**src/sesst_regs.svh**
```systemverilog
// timing counts, bus command codes and unlock addresses for the erase sequencer
`ifndef SESST_REGS_SVH
`define SESST_REGS_SVH
`define SESST_CLK_MHZ 250
`define SESST_WIN_US 50
`define SESST_WIN_CYC (`SESST_WIN_US * `SESST_CLK_MHZ)
`define SESST_WE_LOW_CYC 4'h4
`define SESST_RD_CYC 4'h8
`define SESST_RST_LOW_CYC 8'h80
`define SESST_RST_REC_CYC 8'h40
`define SESST_ADD_GUARD 16'h0008 // an add write needs seven cycles to reach its strobe rise
`define SESST_UNLK1_ADDR 21'h000555
`define SESST_UNLK2_ADDR 21'h0002aa
`define SESST_UNLK1_DATA 8'haa
`define SESST_UNLK2_DATA 8'h55
`define SESST_SETUP_DATA 8'h80
`define SESST_SECT_DATA 8'h30
`define SESST_SUSP_DATA 8'hb0
`define SESST_RESUME_DATA 8'h30
`define SESST_POLL_BIT 7
`endif

```
**src/sesst_none.sv**
```systemverilog
// holds no logic: the whole sequencer sits in the controller file

```
**src/sesst_pkg.sv**
```systemverilog
// types shared by the erase sequencer
package sesst_pkg;
  typedef enum logic [2:0] {
    SESST_OP_ERASE = 3'h0,
    SESST_OP_ADD = 3'h1,
    SESST_OP_SUSPEND = 3'h2,
    SESST_OP_RESUME = 3'h3,
    SESST_OP_POLL = 3'h4,
    SESST_OP_RESET = 3'h5
  } sesst_op_t;
  typedef struct packed {
    sesst_op_t op;
    logic [20:0] addr;
  } sesst_cmd_t;
  typedef struct packed {
    logic err;
    logic [15:0] status;
    logic [15:0] data;
  } sesst_rsp_t;
  typedef struct packed {
    logic ce_n;
    logic oe_n;
    logic we_n;
    logic reset_n;
    logic [20:0] addr;
  } sesst_bus_t;
endpackage : sesst_pkg

```
**src/sesst_ctrl.sv**
```systemverilog
// host-side sector erase, suspend, resume and status polling sequencer
//
// Contract
// RQ1 - erase is six ordered writes ending sector
// RQ2 - device preprograms itself; host sends nothing extra
// RQ3 - device holds acceptance window after final write
// RQ4 - extra sectors only while gap under window
// RQ5 - host holds interrupts off while loading sectors
// RQ6 - other command in window cancels; resend all
// RQ7 - device ignores all but suspend once erasing
// RQ8 - hardware reset aborts; reissue after read mode
// RQ9 - finished erase returns bank to array reads
// RQ10 - other bank stays readable during erase
// RQ11 - suspend is b0 at bank, erase only
// RQ12 - device suspends within 20us, window ends at once
// RQ13 - suspended sectors read status, others normal
// RQ14 - suspended program returns to suspend-read
// RQ15 - identification allowed in suspend-read mode
// RQ16 - resume at bank address, no extra resumes
// RQ17 - program polling read at program address
// RQ18 - protected program shows busy about 1us
// RQ19 - erase polling bit 0 busy, 1 done
// RQ20 - all protected sectors busy about 100us
// RQ21 - polling bit early; read again for data
// RQ22 - ready_busy_out low while erasing or programming
// RQ23 - erase_window_flag 0 open, 1 erase begun
// RQ24 - toggle_status_bit inverts while operation runs
// RQ25 - sector_toggle_bit inverts in selected sectors
// RQ26 - timeout_failure_flag set needs reset command
// RQ27 - device times window from free-running base
`timescale 1ns/1ps
`include "sesst_regs.svh"
module sesst_ctrl
  import sesst_pkg::*;
#(
  parameter int WIN_CYC = `SESST_WIN_CYC
) (
  input wire logic clk,
  input wire logic arst_n,
  input wire logic en,
  input wire logic cmd_valid,
  input wire sesst_cmd_t cmd,
  output logic cmd_ready,
  output logic rsp_valid,
  output sesst_rsp_t rsp,
  output sesst_bus_t bus,
  input wire logic [15:0] dq_i,
  output logic [15:0] dq_o,
  output logic dq_oe_n,
  input wire logic ready_busy_out,
  output logic dev_busy,
  output logic window_open,
  output logic irq_hold,
  output logic erase_active,
  output logic suspended
);
  // one-hot sequencer states
  typedef enum logic [6:0] {
    ST_IDLE = 7'h01,
    ST_SETUP = 7'h02,
    ST_WE_LOW = 7'h04,
    ST_HOLD = 7'h08,
    ST_READ = 7'h10,
    ST_RST_LOW = 7'h20,
    ST_RST_REC = 7'h40
  } sesst_st_t;

  sesst_st_t st_q, st_d; // sequencer state
  sesst_op_t op_q; // operation in progress
  logic [20:0] caddr_q; // address given with the order
  logic [2:0] step_q; // index of the current bus cycle
  logic [7:0] tmr_q; // cycle counter inside one bus cycle
  logic [15:0] win_q; // cycles since last sector write
  logic rd_two_q; // second read of a poll pair
  logic [15:0] first_q; // first poll read
  logic erase_q, susp_q, wopen_q; // host view of device mode
  sesst_bus_t bus_q;
  logic [15:0] dq_o_q;
  logic dq_oe_n_q, cmd_ready_q, rsp_valid_q, busy_q;
  sesst_rsp_t rsp_q;

  // address and data of one write of a script
  function automatic logic [28:0] step_word(input sesst_op_t op, input logic [2:0] s,
                                            input logic [20:0] a);
    logic [28:0] w;
    w = {`SESST_UNLK1_ADDR, `SESST_UNLK1_DATA};
    unique case (op)
      SESST_OP_ERASE: begin
        unique case (s)
          3'h0: w = {`SESST_UNLK1_ADDR, `SESST_UNLK1_DATA};
          3'h1: w = {`SESST_UNLK2_ADDR, `SESST_UNLK2_DATA};
          3'h2: w = {`SESST_UNLK1_ADDR, `SESST_SETUP_DATA};
          3'h3: w = {`SESST_UNLK1_ADDR, `SESST_UNLK1_DATA};
          3'h4: w = {`SESST_UNLK2_ADDR, `SESST_UNLK2_DATA};
          default: w = {a, `SESST_SECT_DATA};
        endcase
      end
      SESST_OP_ADD: w = {a, `SESST_SECT_DATA};
      SESST_OP_SUSPEND: w = {a, `SESST_SUSP_DATA};
      SESST_OP_RESUME: w = {a, `SESST_RESUME_DATA};
      default: w = {a, 8'h00};
    endcase
    return w;
  endfunction : step_word

  // decoded script position and order checks
  wire [28:0] first_word = step_word(cmd.op, 3'h0, cmd.addr); // first write of a new order
  wire [28:0] nxt_word = step_word(op_q, step_q + 3'h1, caddr_q); // RQ1
  wire last_step = (op_q != SESST_OP_ERASE) || (step_q == 3'h5); // RQ1
  wire take = cmd_valid && cmd_ready_q;
  wire win_live = wopen_q && (win_q < 16'(WIN_CYC) - `SESST_ADD_GUARD); // RQ4
  wire bad_add = (cmd.op == SESST_OP_ADD) && !win_live; // RQ4
  wire bad_susp = (cmd.op == SESST_OP_SUSPEND) && (!erase_q || susp_q); // RQ11
  wire bad_res = (cmd.op == SESST_OP_RESUME) && !susp_q; // RQ16
  wire bad_erase = (cmd.op == SESST_OP_ERASE) && erase_q; // RQ7
  wire refuse = bad_add || bad_susp || bad_res || bad_erase;
  wire is_write = (cmd.op == SESST_OP_ERASE) || (cmd.op == SESST_OP_ADD) ||
                  (cmd.op == SESST_OP_SUSPEND) || (cmd.op == SESST_OP_RESUME);
  wire tmr_done = (tmr_q == 8'h00);
  wire sect_write_end = st_q == ST_HOLD && last_step &&
                        (op_q == SESST_OP_ERASE || op_q == SESST_OP_ADD);
  wire poll_bit = dq_i[`SESST_POLL_BIT];
  wire rd_gap = (st_q == ST_READ) && tmr_done && !rd_two_q; // RQ21

  // next state of the bus sequencer
  always_comb begin
    st_d = st_q;
    unique case (st_q)
      ST_IDLE: begin
        if (take && !refuse) begin
          if (is_write) begin
            st_d = ST_SETUP;
          end else if (cmd.op == SESST_OP_POLL) begin
            st_d = ST_READ;
          end else begin
            st_d = ST_RST_LOW;
          end
        end
      end
      ST_SETUP: st_d = ST_WE_LOW;
      ST_WE_LOW: begin
        if (tmr_done) begin
          st_d = ST_HOLD;
        end
      end
      ST_HOLD: st_d = last_step ? ST_IDLE : ST_SETUP;
      ST_READ: begin
        if (tmr_done && rd_two_q) begin
          st_d = ST_IDLE;
        end
      end
      ST_RST_LOW: begin
        if (tmr_done) begin
          st_d = ST_RST_REC;
        end
      end
      ST_RST_REC: begin
        if (tmr_done) begin
          st_d = ST_IDLE;
        end
      end
      default: st_d = ST_IDLE;
    endcase
  end

  // state, order latch and cycle counter
  always_ff @(posedge clk or negedge arst_n) begin
    if (!arst_n) begin
      st_q <= ST_IDLE;
      op_q <= SESST_OP_ERASE;
      caddr_q <= 21'h000000;
      step_q <= 3'h0;
      tmr_q <= 8'h00;
      rd_two_q <= 1'b0;
      first_q <= 16'h0000;
    end else if (en) begin
      st_q <= st_d;
      if (st_q == ST_IDLE && take) begin
        op_q <= cmd.op;
        caddr_q <= cmd.addr;
        step_q <= 3'h0;
        rd_two_q <= 1'b0;
        tmr_q <= (cmd.op == SESST_OP_RESET) ? `SESST_RST_LOW_CYC : 8'(`SESST_RD_CYC);
      end else if (st_q == ST_SETUP) begin
        tmr_q <= 8'(`SESST_WE_LOW_CYC);
      end else if (st_q == ST_HOLD) begin
        step_q <= step_q + 3'h1;
      end else if (st_q == ST_READ && tmr_done) begin
        first_q <= dq_i; // RQ21
        rd_two_q <= 1'b1;
        tmr_q <= 8'(`SESST_RD_CYC);
      end else if (st_q == ST_RST_LOW && tmr_done) begin
        tmr_q <= `SESST_RST_REC_CYC;
      end else if (!tmr_done) begin
        tmr_q <= tmr_q - 8'h01;
      end
    end
  end

  // device bus pins driven from flip-flops
  always_ff @(posedge clk or negedge arst_n) begin
    if (!arst_n) begin
      bus_q <= '{ce_n: 1'b1, oe_n: 1'b1, we_n: 1'b1, reset_n: 1'b1, addr: 21'h000000};
      dq_o_q <= 16'h0000;
      dq_oe_n_q <= 1'b1;
    end else if (en) begin
      bus_q.reset_n <= !(st_d == ST_RST_LOW); // RQ8
      bus_q.ce_n <= !(st_d == ST_SETUP || st_d == ST_WE_LOW || st_d == ST_HOLD ||
                      st_d == ST_READ);
      bus_q.we_n <= !(st_d == ST_WE_LOW);
      bus_q.oe_n <= !(st_d == ST_READ) || rd_gap; // RQ21
      dq_oe_n_q <= !(st_d == ST_SETUP || st_d == ST_WE_LOW || st_d == ST_HOLD);
      if (st_d == ST_SETUP) begin
        bus_q.addr <= (st_q == ST_IDLE) ? first_word[28:8] : nxt_word[28:8];
        dq_o_q <= {8'h00, (st_q == ST_IDLE) ? first_word[7:0] : nxt_word[7:0]};
      end else if (st_d == ST_READ && st_q == ST_IDLE) begin
        bus_q.addr <= cmd.addr; // RQ17 RQ19
      end
    end
  end

  // host view of the erase: window timer, suspend and activity flags
  always_ff @(posedge clk or negedge arst_n) begin
    if (!arst_n) begin
      win_q <= 16'h0000;
      wopen_q <= 1'b0;
      erase_q <= 1'b0;
      susp_q <= 1'b0;
    end else if (en) begin
      if (sect_write_end) begin
        win_q <= 16'h0000; // RQ4
        wopen_q <= 1'b1;
        erase_q <= 1'b1;
      end else if (wopen_q && win_q >= 16'(WIN_CYC - 1)) begin
        wopen_q <= 1'b0; // RQ23
      end else if (wopen_q) begin
        win_q <= win_q + 16'h0001;
      end
      if (st_q == ST_HOLD && op_q == SESST_OP_SUSPEND) begin
        susp_q <= 1'b1; // RQ12
        wopen_q <= 1'b0;
      end else if (st_q == ST_HOLD && op_q == SESST_OP_RESUME) begin
        susp_q <= 1'b0; // RQ16
      end
      if (st_q == ST_READ && tmr_done && rd_two_q && first_q[`SESST_POLL_BIT] &&
          poll_bit && !susp_q && !wopen_q && ready_busy_out) begin
        erase_q <= 1'b0; // RQ19 RQ9
      end
      if (st_q == ST_RST_LOW) begin
        erase_q <= 1'b0; // RQ8
        susp_q <= 1'b0;
        wopen_q <= 1'b0;
      end
    end
  end

  // order handshake and answers
  always_ff @(posedge clk or negedge arst_n) begin
    if (!arst_n) begin
      cmd_ready_q <= 1'b0;
      rsp_valid_q <= 1'b0;
      rsp_q <= '0;
      busy_q <= 1'b0;
    end else if (en) begin
      busy_q <= !ready_busy_out; // RQ22
      cmd_ready_q <= (st_d == ST_IDLE) && !(take && refuse) && !(st_q == ST_IDLE && take);
      rsp_valid_q <= 1'b0;
      if (st_q == ST_IDLE && take && refuse) begin
        rsp_valid_q <= 1'b1; // RQ6
        rsp_q <= '{err: 1'b1, status: 16'h0000, data: 16'h0000};
      end else if (st_q != ST_IDLE && st_d == ST_IDLE) begin
        rsp_valid_q <= 1'b1;
        rsp_q <= '{err: 1'b0, status: (op_q == SESST_OP_POLL) ? first_q : 16'h0000,
                   data: (op_q == SESST_OP_POLL) ? dq_i : 16'h0000}; // RQ21
      end
    end
  end

  // outputs straight from flip-flops
  assign cmd_ready = cmd_ready_q;
  assign rsp_valid = rsp_valid_q;
  assign rsp = rsp_q;
  assign bus = bus_q;
  assign dq_o = dq_o_q;
  assign dq_oe_n = dq_oe_n_q;
  assign dev_busy = busy_q;
  assign window_open = wopen_q;
  assign irq_hold = wopen_q; // RQ5
  assign erase_active = erase_q;
  assign suspended = susp_q;
endmodule : sesst_ctrl

```
**config.mk**
```make
export PLATFORM = sky130hd
export DESIGN_NAME = sesst_ctrl
export DESIGN_NICKNAME = d
export VERILOG_FILES = /design/src/sesst_none.sv /design/src/sesst_pkg.sv /design/src/sesst_ctrl.sv
export VERILOG_INCLUDE_DIRS = /design/src
export SDC_FILE = /design/constraint.sdc
export NUM_CORES = 1
export LEC_CHECK = 0
export ABC_AREA = 0
export BUFFER_PORTS_ARGS = -buffer_cell sky130_fd_sc_hd__buf_2
export CAP_MARGIN = 20
export CORE_MARGIN = 5
export CORE_UTILIZATION = 60
export CTS_CLUSTER_SIZE = 20
export DETAILED_ROUTE_END_ITERATION = 8
export PLACE_DENSITY = 0.85
export RECOVER_POWER = 25
export SETUP_SLACK_MARGIN = 0.05
export SYNTH_ARGS = -nofsm -noshare
export SYNTH_HDL_FRONTEND = slang
export SYNTH_SLANG_ARGS = --single-unit
```
**constraint.sdc**
```tcl
create_clock -name clk -period 6.7 [get_ports clk]
set_clock_uncertainty 0.05 [all_clocks]
set_input_delay 0.335 -clock clk [delete_from_list [all_inputs] [get_ports clk]]
set_output_delay 0.335 -clock clk [all_outputs]
set_load 0.01 [all_outputs]
```
==> results of run 1 <==
[cell families (layout without fill, tap and decap cells)]
group                    Yosys count  in the layout  share of synthesized area
buffers and inverters             74            179                     0.0539
AO/OA/AOI/OAI                    179            179                      0.184
flip-flops                       145            145                      0.503
XOR/XNOR                          12             12                     0.0146
other                              1              9                   0.000519
adder cells (fa/ha/maj)            9              9                     0.0156
AND/OR/NAND/NOR                  177            177                      0.137
multiplexers                      59             59                     0.0916
[power by group through the flow]
stage	Sequential [mW]	Combinational (mW)	Clock, mW
finish	1.23	0.726	1.05
global route	1.25	0.798	1.11
CTS	1.22	0.717	1.06
detailed placement	1.24	0.711	0
global placement	1.21	0.672	0
floorplan	1.23	0.461	0
[layer usage]
metal | vias to the layer above | global-route usage | routed length (µm)
met5 | - | 0 | 0
met4 | 0 | 0.125 | 567
met3 | 51 | 0.0763 | 1410
met2 | 276 | 0.423 | 9130
met1 | 2907 | 0.328 | 7370
li1 | 2619 | - | -
[stage by stage]
step	std cells	total power [mW]	worst slack (ns)	cell area, µm²	hold WS, ns
finish	916	3.01	2.66	8470	0.100
global placement	879	1.89	2.91	7750	0.379
detailed placement	880	1.95	2.84	7760	0.400
CTS	913	3.00	2.80	8430	0.0893
floorplan	663	1.70	4.23	7250	-0.0106
global route	916	3.15	2.38	8470	0.0995
[flip-flops by register name, indices dropped and copies added (netlist names)]
| signal | flops |
|---|---|
| step_q | 3 |
| caddr_q | 21 |
| irq_hold | 1 |
| erase_active | 1 |
| dq_o | 5 |
| rd_two_q | 1 |
| op_q | 3 |
| dq_oe_n | 1 |
| rsp_valid | 1 |
| st_q | 7 |
| dev_busy | 1 |
| tmr_q | 8 |
| suspended | 1 |
| win_q | 16 |
| bus | 25 |
| first_q | 16 |
| cmd_ready | 1 |
| rsp | 33 |
[Yosys cell counts, types with 11 or more instances]
library cell	count
a21oi_1	32
a22o_1	14
a32o_1	35
buf_2	11
buf_4	14
clkbuf_1	20
dfrtp_1	139
inv_1	23
mux2_2	49
nand2_1	37
nand3_1	13
nor2_1	38
nor3_1	20
o21ai_0	42
[layout make-up]
type / instances / area (µm²) / area share
Sequential cell: 145 / 3640 / 0.430
Multi-Input combinational cell: 444 / 3230 / 0.381
Timing Repair Buffer: 124 / 673 / 0.0795
Clock buffer: 18 / 429 / 0.0507
Clock inverter: 14 / 226 / 0.0268
Tap cell: 147 / 184 / 0.0217
Inverter: 23 / 86.3 / 0.0102
Antenna cell: 1 / 2.50 / 0.000296
[path summary, 6_finish.rpt]
| kind | slack [ns] | endpoint | start | depth (start not counted) |
|---|---|---|---|---|
| min in group asynchronous | 0.46 | win_q[10] | arst_n | 2 |
| max | 2.66 | rsp_valid | op_q[2] | 7 |
| max reg2reg | 2.66 | rsp_valid | op_q[2] | 7 |
| min | 0.10 | first_q[13] | dq_i[13] | 2 |
| min reg2reg | 0.42 | bus[22] | bus[22] | 2 |
| max in group asynchronous | 4.90 | first_q[2] | arst_n | 3 |
[critical path, cell delays in order (launching register included)]
cell and delay [ns]:
dfrtp_1 0.46, nor3_1 0.97, a21boi_0 0.40, nor2_1 0.12, o311a_1 0.58, buf_8 0.26
a31oi_4 0.76, o21ai_0 0.23
[cells in the final DEF (no fill, tap or decap), types with 7 or more instances in the layout]
| cell | n |
|---|---|
| nand3_1 | 13 |
| a32o_1 | 35 |
| nor2_1 | 38 |
| clkbuf_16 | 17 |
| buf_2 | 112 |
| ha_1 | 9 |
| mux2_2 | 49 |
| conb_1 | 8 |
| and3_1 | 8 |
| mux2_1 | 8 |
| o31ai_1 | 7 |
| nor3_1 | 20 |
| nand2_1 | 37 |
| o21ai_0 | 42 |
| inv_1 | 23 |
| a21oi_1 | 32 |
| and2_1 | 8 |
| xnor2_1 | 8 |
| dfrtp_1 | 139 |
| nor4_1 | 7 |
| a22o_1 | 14 |
[repair_timing]
action,in CTS,in global routing
endpoints found under the hold margin,82,0
gates resized for setup,0,0
hold buffers,1,0
buffers inserted,0,0
==> impl_metrics.json, run 1 <==
{
  "internal_power_mw": 2.07,
  "drt_iter0_drc": 535,
  "avgSynthCellArea_um2": 11.0,
  "ys_seq_elements": 145,
  "worst-path-max-fanout": 33,
  "grt_pass1_vias": 6101,
  "rows": 40,
  "tns_ns": 0,
  "timing.final.max_slew_violations": 35,
  "synth_area_um2": 7220,
  "io_buffers": 118,
  "switching_share": 0.313,
  "vias": 5853,
  "worst_setup_path_end_kind": "flop",
  "drt-pass1-iter-count": 5,
  "power_frac_seq": 0.408,
  "maxCapViolCount": 1,
  "yosys_warnings": 0,
  "power.density_nw_per_um2": 355,
  "fill_cells": 817,
  "clock_latency_ns": 0.43,
  "drive_above_1_share": 0.289,
  "layout_worst_path_cycle_share": 0.603,
  "yosysTopAreaCellShare": 0.482,
  "antenna_found_initial": 1,
  "crit_required_ns": 6.89,
  "fmax_mhz": 248,
  "ios": 127,
  "nets": 809,
  "cts_inserted_buffers": 17,
  "synth_area_leader_cell": "dfrtp_1",
  "arrival_ns": 4.22,
  "relSlewSlack": -0.0289,
  "combPwrFrac": 0.241,
  "cts.sinks": 145,
  "tightest_slew_ns": 1.54,
  "setup_violations": 0,
  "power.leakage_nw": 4.03,
  "yosysSeqAreaShare": 0.503,
  "cts_tree": "done",
  "rsz0062_at_grt": "no",
  "initial_utilization": 0.606,
  "viasPerCell": 6.39,
  "wirelength_mm": 18.5,
  "clkPwrFrac": 0.350,
  "synthArstFlopShare": 1.00,
  "core_um2": 11900,
  "wl_per_cell_um": 20.2,
  "hp-class": "in -> reg",
  "path_clk_slew_ns": 0.06,
  "die_w_um": 120,
  "drtAntennaViolNets": 0,
  "syn_to_final_growth_pct": 17.2,
  "dieArea_um2": 14300,
  "start_kind": "flop",
  "netSwitchingPower_mw": 0.942,
  "gr-total-overflow": 0,
  "synth_edf_count": 0,
  "grt_max_degree": 88,
  "path_class": "reg -> reg",
  "timing.final.crit_period_ns": 4.04,
  "synth_cell_type_count": 72,
  "cts-root-buf": "clkbuf_16",
  "track_usage": 0.263,
  "clk_path_buf_depth": 2,
  "failed_checks": "max-capacitance violations, max-slew violations",
  "htree_num_levels": 4,
  "grt_pass1_wl_mm": 30.2,
  "finalHoldViolCount": 0,
  "post-route-drc-count": 0,
  "utilization": 0.711,
  "status": "complete, but fails checks",
  "die_h_um": 120,
  "synth_area_leaders": "dfrtp_1 (48%), mux2_2 (7.6%), a32o_1 (4.9%), o21ai_0 (2.9%), a21oi_1 (2.2%)",
  "ir_drop_mv": 0.259,
  "ys.flop_type": "dfrtp_1",
  "post-dp-hpwl_mm": 12.7,
  "gp_congestion": 0.904,
  "synthCells": 656
}
(Power assumes the default switching activity.)
==> inputs of run 2 (changes only) <==
--- a/config.mk
+++ b/config.mk
@@ -6,14 +6,14 @@
 export SDC_FILE = /design/constraint.sdc
 export NUM_CORES = 1
 export LEC_CHECK = 0
-export ABC_AREA = 0
+export ABC_AREA = 1
 export BUFFER_PORTS_ARGS = -buffer_cell sky130_fd_sc_hd__buf_2
 export CAP_MARGIN = 20
 export CORE_MARGIN = 5
-export CORE_UTILIZATION = 60
+export CORE_UTILIZATION = 51
 export CTS_CLUSTER_SIZE = 20
 export DETAILED_ROUTE_END_ITERATION = 8
-export PLACE_DENSITY = 0.85
+export PLACE_DENSITY = 0.76
 export RECOVER_POWER = 25
 export SETUP_SLACK_MARGIN = 0.05
 export SYNTH_ARGS = -nofsm -noshare
==> constraint.sdc (replaced) <==
create_clock -name clk -period 3.7 [get_ports clk]
set_clock_uncertainty 0.05 [all_clocks]
set_input_delay 0.185 -clock clk [delete_from_list [all_inputs] [get_ports clk]]
set_output_delay 0.185 -clock clk [all_outputs]
set_load 0.01 [all_outputs]
==> run 2 against run 1 <==
The flow still finishes with violations (max-capacitance violations, max-slew violations). Final cell count grew 40%. Core utilization shrank 9.0 points. Critical endpoint is now bus[12]. Cell area grew 7.0%. Clock-buffer cell count grew 1. Die area grew 22%. Via count grew 17%. Sequential cell count is the same. Sequential power grew 95%.
==> impl_metrics.json, run 2 <==
{
  "status": "complete, but fails checks",
  "failed_checks": "max-capacitance violations, max-slew violations",
  "antenna_found_initial": 0,
  "die_h_um": 132,
  "worst_setup_path_end_kind": "flop",
  "drt_iter0_drc": 614,
  "relSlewSlack": -0.630,
  "dieArea_um2": 17500,
  "cts_inserted_buffers": 17,
  "hold_ws_ns": 0.0134,
  "clock_latency_ns": 0.42,
  "cts_tree": "done",
  "synth_cell_type_count": 49,
  "ys_seq_elements": 145,
  "cts-root-buf": "clkbuf_16",
  "track_usage": 0.216,
  "dpl_cell_area_um2": 8260,
  "postCtsSetupRepairBufs": 0,
  "cts.sinks": 145,
  "fill_cells": 1307,
  "synth_area_um2": 7610,
  "synth_area_leader_cell": "dfrtp_1",
  "gp_congestion": 0.858,
  "vias": 6869,
  "power.leakage_nw": 4.48,
  "rsz0062_at_grt": "no",
  "avgSynthCellArea_um2": 7.96,
  "io_buffers": 118,
  "final_common_cell": "nand2_1",
  "ir_drop_mv": 0.371,
  "layout_worst_path_cycle_share": 0.786,
  "grt_pass1_vias": 6438,
  "largest_reg_flops": 33,
  "drive_above_1_share": 0.126,
  "layout_common_cells": "nand2_1 (322), dfrtp_1 (139), o21ai_0 (107), inv_1 (78), clkbuf_1 (69)",
  "ys.flop_type": "dfrtp_1",
  "ios": 127,
  "highest_layer": "met4",
  "yosys_warnings": 0,
  "rows": 44,
  "power.density_nw_per_um2": 658,
  "dp_cells": 1224,
  "timing.final.crit_period_ns": 2.91,
  "start_kind": "flop",
  "yosysSeqAreaShare": 0.478,
  "die_w_um": 132,
  "cts.repair.resized": 0,
  "fmax_mhz": 344,
  "antenna_cells": 0,
  "syn_to_final_growth_pct": 19.1,
  "stdcell_count": 1285,
  "wl_met2_mm": 8.69,
  "grt_pass1_wl_mm": 31.6,
  "wl_per_cell_um": 14.6,
  "finalHoldViolCount": 0,
  "final_area_um2": 9060,
  "grt_max_degree": 98,
  "synthCells": 956,
  "path_clk_slew_ns": 0.06,
  "setup_violations": 0,
  "yosysTopAreaCellShare": 0.457,
  "viasPerCell": 5.35,
  "hp-class": "in -> reg",
  "synth_area_leaders": "dfrtp_1 (46%), nand2_1 (16%), o21ai_0 (7.0%), nand3_1 (4.3%), inv_1 (3.8%)",
  "nets": 1142,
  "wirelength_mm": 18.8,
  "drtAntennaViolNets": 0,
  "initial_utilization": 0.522,
  "arrival_ns": 3.17,
  "synth_commonest_cells": "nand2_1 (322), dfrtp_1 (139), o21ai_0 (107)",
  "worst-path-max-fanout": 10,
  "core_um2": 14600,
  "gr-total-overflow": 0,
  "synth_edf_count": 0,
  "tightest_slew_ns": 2.45,
  "clk_path_buf_depth": 2,
  "crit_required_ns": 3.96,
  "yosysMostFrequentCell": "nand2_1",
  "wl_met1_mm": 8.72,
  "path_class": "reg -> reg",
  "drt-pass1-iter-count": 5,
  "timing.final.max_slew_violations": 97,
  "tns_ns": 0,
  "ff_latch_area_um2": 3640,
  "route.met3.wl_mm": 1.19,
  "multi_input_area_um2": 3390,
  "post-dp-hpwl_mm": 12.8,
  "maxCapViolCount": 1,
  "post-route-drc-count": 0,
  "htree_num_levels": 4,
  "synthArstFlopShare": 1.00
}
-- run 2: cell count changes in the layout (fill, tap and decap cells not counted), moves of 17 or more --
cell,change
o21ai_0,+65
inv_1,+55
dlygate4sd3_1,+28
buf_2,-63
a21oi_1,-17
clkbuf_1,+63
a32o_1,-34
mux2_2,-43
nand2_1,+285
nand3_1,+53
-- run 2: worst paths after layout --
check	startpoint	to	slack (ns)	depth (start not counted)
min in group asynchronous	arst_n	win_q[0]	0.99	2
max in group asynchronous	arst_n	win_q[7]	1.14	2
min reg2reg	caddr_q[6]	caddr_q[6]	0.42	2
min	cmd[11]	caddr_q[11]	0.01	3
max reg2reg	step_q[0]	bus[12]	0.79	14
max	step_q[0]	bus[12]	0.79	14
-- run 2: layout make-up --
type                    count  area share
inverters                  85      0.0352
clock inverters            13      0.0177
repair buffers            157      0.0975
clock buffers              19      0.0489
well taps                 184      0.0254
multi-input cells         682       0.374
flip-flops and latches    145       0.401
-- run 2: critical path: stages (launching register included) --
cell	delay (ns)
dfrtp_1	0.44
ha_1	0.24
ha_1	0.29
inv_1	0.10
a21oi_1	0.13
nand2_1	0.18
nor2_1	0.09
nor2_2	0.36
clkinv_1	0.39
nand3_1	0.18
o31ai_1	0.09
nand2_1	0.08
nand2_1	0.06
nand2_1	0.06
nand2_1	0.06
-- run 2: power breakdown --
part	switching [mW]	internal, mW
Combinational	1.17	0.653
Clock	0.663	1.08
Sequential	0.340	2.06
Total	2.18	3.79
-- run 2: timing repair --
action,CTS,global route
hold buffers,29,0
setup endpoints to repair,0,0
endpoints found under the hold margin,135,0
-- run 2: logic make-up after synthesis --
group           count (synthesis)  synth area share
fa+ha+maj                       9            0.0148
simple gates                  487             0.274
compound gates                154             0.113
mux                            16            0.0286
flops                         145             0.478
xor+xnor                        8           0.00921
other cells                     1          0.000493
buf+inv                       136            0.0819
-- run 2: metal layers --
| layer | vias to the layer above | track usage |
|---|---|---|
| met1 | 3276 | 0.306 |
| met5 | - | 0 |
| met2 | 211 | 0.336 |
| met4 | 0 | 0.0560 |
| li1 | 3361 | - |
| met3 | 21 | 0.0515 |
-- run 2: through the flow --
| stage | setup slack (ns) | utilization | power (mW) |
|---|---|---|---|
| after global routing | 0.538 | 0.621 | 6.39 |
| after CTS | 0.841 | 0.627 | 6.04 |
| after detailed placement | 0.870 | 0.566 | 4.25 |
| final | 0.792 | 0.621 | 5.96 |
| after floorplan | 1.38 | - | 3.68 |
| after global placement | 0.916 | 0.566 | 4.20 |
==> inputs of run 3 (changes only) <==
--- a/config.mk
+++ b/config.mk
@@ -10,10 +10,10 @@
 export BUFFER_PORTS_ARGS = -buffer_cell sky130_fd_sc_hd__buf_2
 export CAP_MARGIN = 20
 export CORE_MARGIN = 5
-export CORE_UTILIZATION = 51
+export CORE_UTILIZATION = 57
 export CTS_CLUSTER_SIZE = 20
 export DETAILED_ROUTE_END_ITERATION = 8
-export PLACE_DENSITY = 0.76
+export PLACE_DENSITY = 0.81
 export RECOVER_POWER = 25
 export SETUP_SLACK_MARGIN = 0.05
 export SYNTH_ARGS = -nofsm -noshare
==> constraint.sdc (replaced) <==
create_clock -name clk -period 2.85 [get_ports clk]
set_clock_uncertainty 0.05 [all_clocks]
set_input_delay 0.1425 -clock clk [delete_from_list [all_inputs] [get_ports clk]]
set_output_delay 0.1425 -clock clk [all_outputs]
set_load 0.01 [all_outputs]
==> run 3 against run 2 <==
The flow still finishes with violations (max-capacitance violations, max-slew violations). Core utilization increased by 8.9 points. Register-to-register slack got worse by 0.50 ns. Critical path depth unchanged. First-iteration DRC count increased by 18%. Clock power increased by 34%. Total power increased by 34%. Worst hold slack improved by 0.019 ns. Cell area increased by 3.4%. Non-clock buffer count increased by 26. Final cell count increased by 1.5%. Die area decreased by 9.7%.
==> impl_metrics.json, run 3 (synthesized netlist as in run 2, its figures left out) <==
{
  "status": "complete, but fails checks",
  "failed_checks": "max-capacitance violations, max-slew violations",
  "htree_num_levels": 4,
  "rows": 42,
  "cts.sinks": 145,
  "relSlewSlack": -0.0360,
  "cp_common_cell": "nand2_1",
  "cp_num_buf_inv": 1,
  "wl_per_cell_um": 15.0,
  "min_from": "cmd[21]",
  "slowest_delay_ns": 0.43,
  "cts-root-buf": "clkbuf_16",
  "grt_max_degree": 67,
  "fmax_mhz": 391,
  "tightest_slew_ns": 1.55,
  "vias": 7089,
  "setup_violations": 0,
  "min_path_cells": 3,
  "ios": 127,
  "cts_inserted_buffers": 17,
  "wl_met2_mm": 9.70,
  "power.density_nw_per_um2": 855,
  "final_common_cell": "nand2_1",
  "critPathSlowestCell": "dfrtp_1",
  "io_buffers": 118,
  "gp_congestion": 0.885,
  "drtAntennaViolNets": 0,
  "dpl_cell_area_um2": 8370,
  "clk_path_buf_depth": 2,
  "reg2reg_slack_ns": 0.29,
  "track_usage": 0.256,
  "final_area_um2": 9370,
  "wl_met1_mm": 8.20,
  "crit_chain": "ha_1 -> ha_1 -> inv_1 -> a21oi_1 -> nand2_2 -> nor2_2 -> nor2_1 -> a21oi_2 -> o21ai_0 -> nand2_1 -> nand2_1 -> nand2_1 -> nand2_1 -> nand2_1",
  "tns_ns": 0,
  "rsz0062_at_grt": "no",
  "r2r_start": "step_q[0]",
  "drive_above_1_share": 0.190,
  "route.met3.wl_mm": 1.20,
  "dieArea_um2": 15800,
  "maxCapViolCount": 1,
  "rr_worst_depth": 14,
  "crit_family": "simple AND/OR/NAND/NOR gates",
  "layout_common_cells": "nand2_1 (321), dfrtp_1 (139), o21ai_0 (107), buf_2 (104), inv_1 (78)",
  "worst-path-max-fanout": 6,
  "drt-pass1-iter-count": 7,
  "nets": 1168,
  "start_kind": "flop",
  "timing.final.max_slew_violations": 63,
  "viasPerCell": 5.44,
  "cts_tree": "done",
  "die_w_um": 126,
  "core_um2": 13200,
  "power.leakage_nw": 4.82,
  "timing.final.crit_period_ns": 2.56,
  "syn_to_final_growth_pct": 23.2,
  "finalHoldViolCount": 0,
  "fill_cells": 994,
  "grt_pass1_wl_mm": 33.2,
  "post-route-drc-count": 0,
  "layout_worst_path_cycle_share": 0.897,
  "highest_layer": "met4",
  "worst_setup_path_end_kind": "flop",
  "path_clk_slew_ns": 0.06,
  "postCtsSetupRepairBufs": 0,
  "arrival_ns": 2.86,
  "grt_pass1_vias": 6991,
  "post-dp-hpwl_mm": 13.2,
  "path_class": "reg -> reg",
  "clock_latency_ns": 0.42,
  "hp-class": "in -> reg",
  "gr-total-overflow": 0,
  "ir_drop_mv": 0.426,
  "min_to": "op_q[0]",
  "wirelength_mm": 19.6,
  "die_h_um": 126,
  "crit_required_ns": 3.16,
  "r2r_end": "bus[0]",
  "antenna_found_initial": 1,
  "drt_iter0_drc": 726,
  "largest_reg_flops": 33,
  "initial_utilization": 0.577
}
## run 3: cell types whose count changed in the layout (fill, tap and decap cells not counted), moves of 3 or more
cell,delta
buf_4,+14
clkinv_2,-3
clkbuf_1,-56
buf_2,+55
dlygate4sd3_1,+10
inv_8,+3
inv_6,+3
## run 3: area by class of cell
type / instances / area [µm²] / area share
Sequential cell: 145 / 3640 / 0.388
Multi-Input combinational cell: 682 / 3400 / 0.363
Timing Repair Buffer: 183 / 1170 / 0.125
Clock buffer: 17 / 425 / 0.0454
Inverter: 85 / 319 / 0.0340
Tap cell: 176 / 220 / 0.0235
Clock inverter: 15 / 198 / 0.0211
Antenna cell: 1 / 2.50 / 0.000267
## run 3: worst reg2reg max path: stages (launching register included)
cell	delay [ns]
dfrtp_1	0.43
ha_1	0.24
ha_1	0.29
inv_1	0.07
a21oi_1	0.26
nand2_2	0.16
nor2_2	0.15
nor2_1	0.07
a21oi_2	0.27
o21ai_0	0.14
nand2_1	0.09
nand2_1	0.08
nand2_1	0.07
nand2_1	0.06
nand2_1	0.07
## run 3: how the worst max path moves through the flow
stage / from / to / slack [ns] / cells after the start
finish: step_q[0] / bus[0] / 0.29 / 14
CTS: step_q[0] / bus[4] / 0.16 / 14
global route: win_q[10] / bus[1] / 0.06 / 18
detailed placement: step_q[0] / bus[4] / 0.22 / 14
floorplan: step_q[0] / bus[11] / 0.53 / 14
global placement: win_q[0] / win_q[2] / 0.17 / 10
## run 3: what timing repair did
action / 4_1_cts / 5_1_grt
endpoints found under the hold margin: 110 / 0
endpoints found under the setup margin: 0 / 8
resized for setup: 0 / 3
hold buffers: 39 / 0
## run 3: per-stage QoR
stage | util | worst slack [ns] | instances | power, mW | hold slack [ns]
after floorplan | - | 0.531 | 963 | 4.78 | -0.203
after global placement | 0.634 | 0.166 | 1231 | 5.52 | 0.114
after detailed placement | 0.635 | 0.215 | 1232 | 5.61 | 0.106
after CTS | 0.712 | 0.158 | 1303 | 8.03 | 0.0131
after global routing | 0.711 | 0.0588 | 1304 | 8.57 | 0.0219
final | 0.711 | 0.294 | 1304 | 8.01 | 0.0328
## run 3: where the power goes
| group | leakage [nW] | internal (mW) | switching, mW |
|---|---|---|---|
| registers | 1.87 | 2.67 | 0.437 |
| clock network | 0.305 | 1.41 | 0.927 |
| logic | 2.65 | 0.976 | 1.59 |
| total | 4.82 | 5.05 | 2.96 |
## run 3: routing by layer
layer / vias to the layer above / global-route usage
met5: - / 0
met1: 3368 / 0.320
met3: 49 / 0.0593
li1: 3416 / -
met2: 256 / 0.429
met4: 0 / 0.102
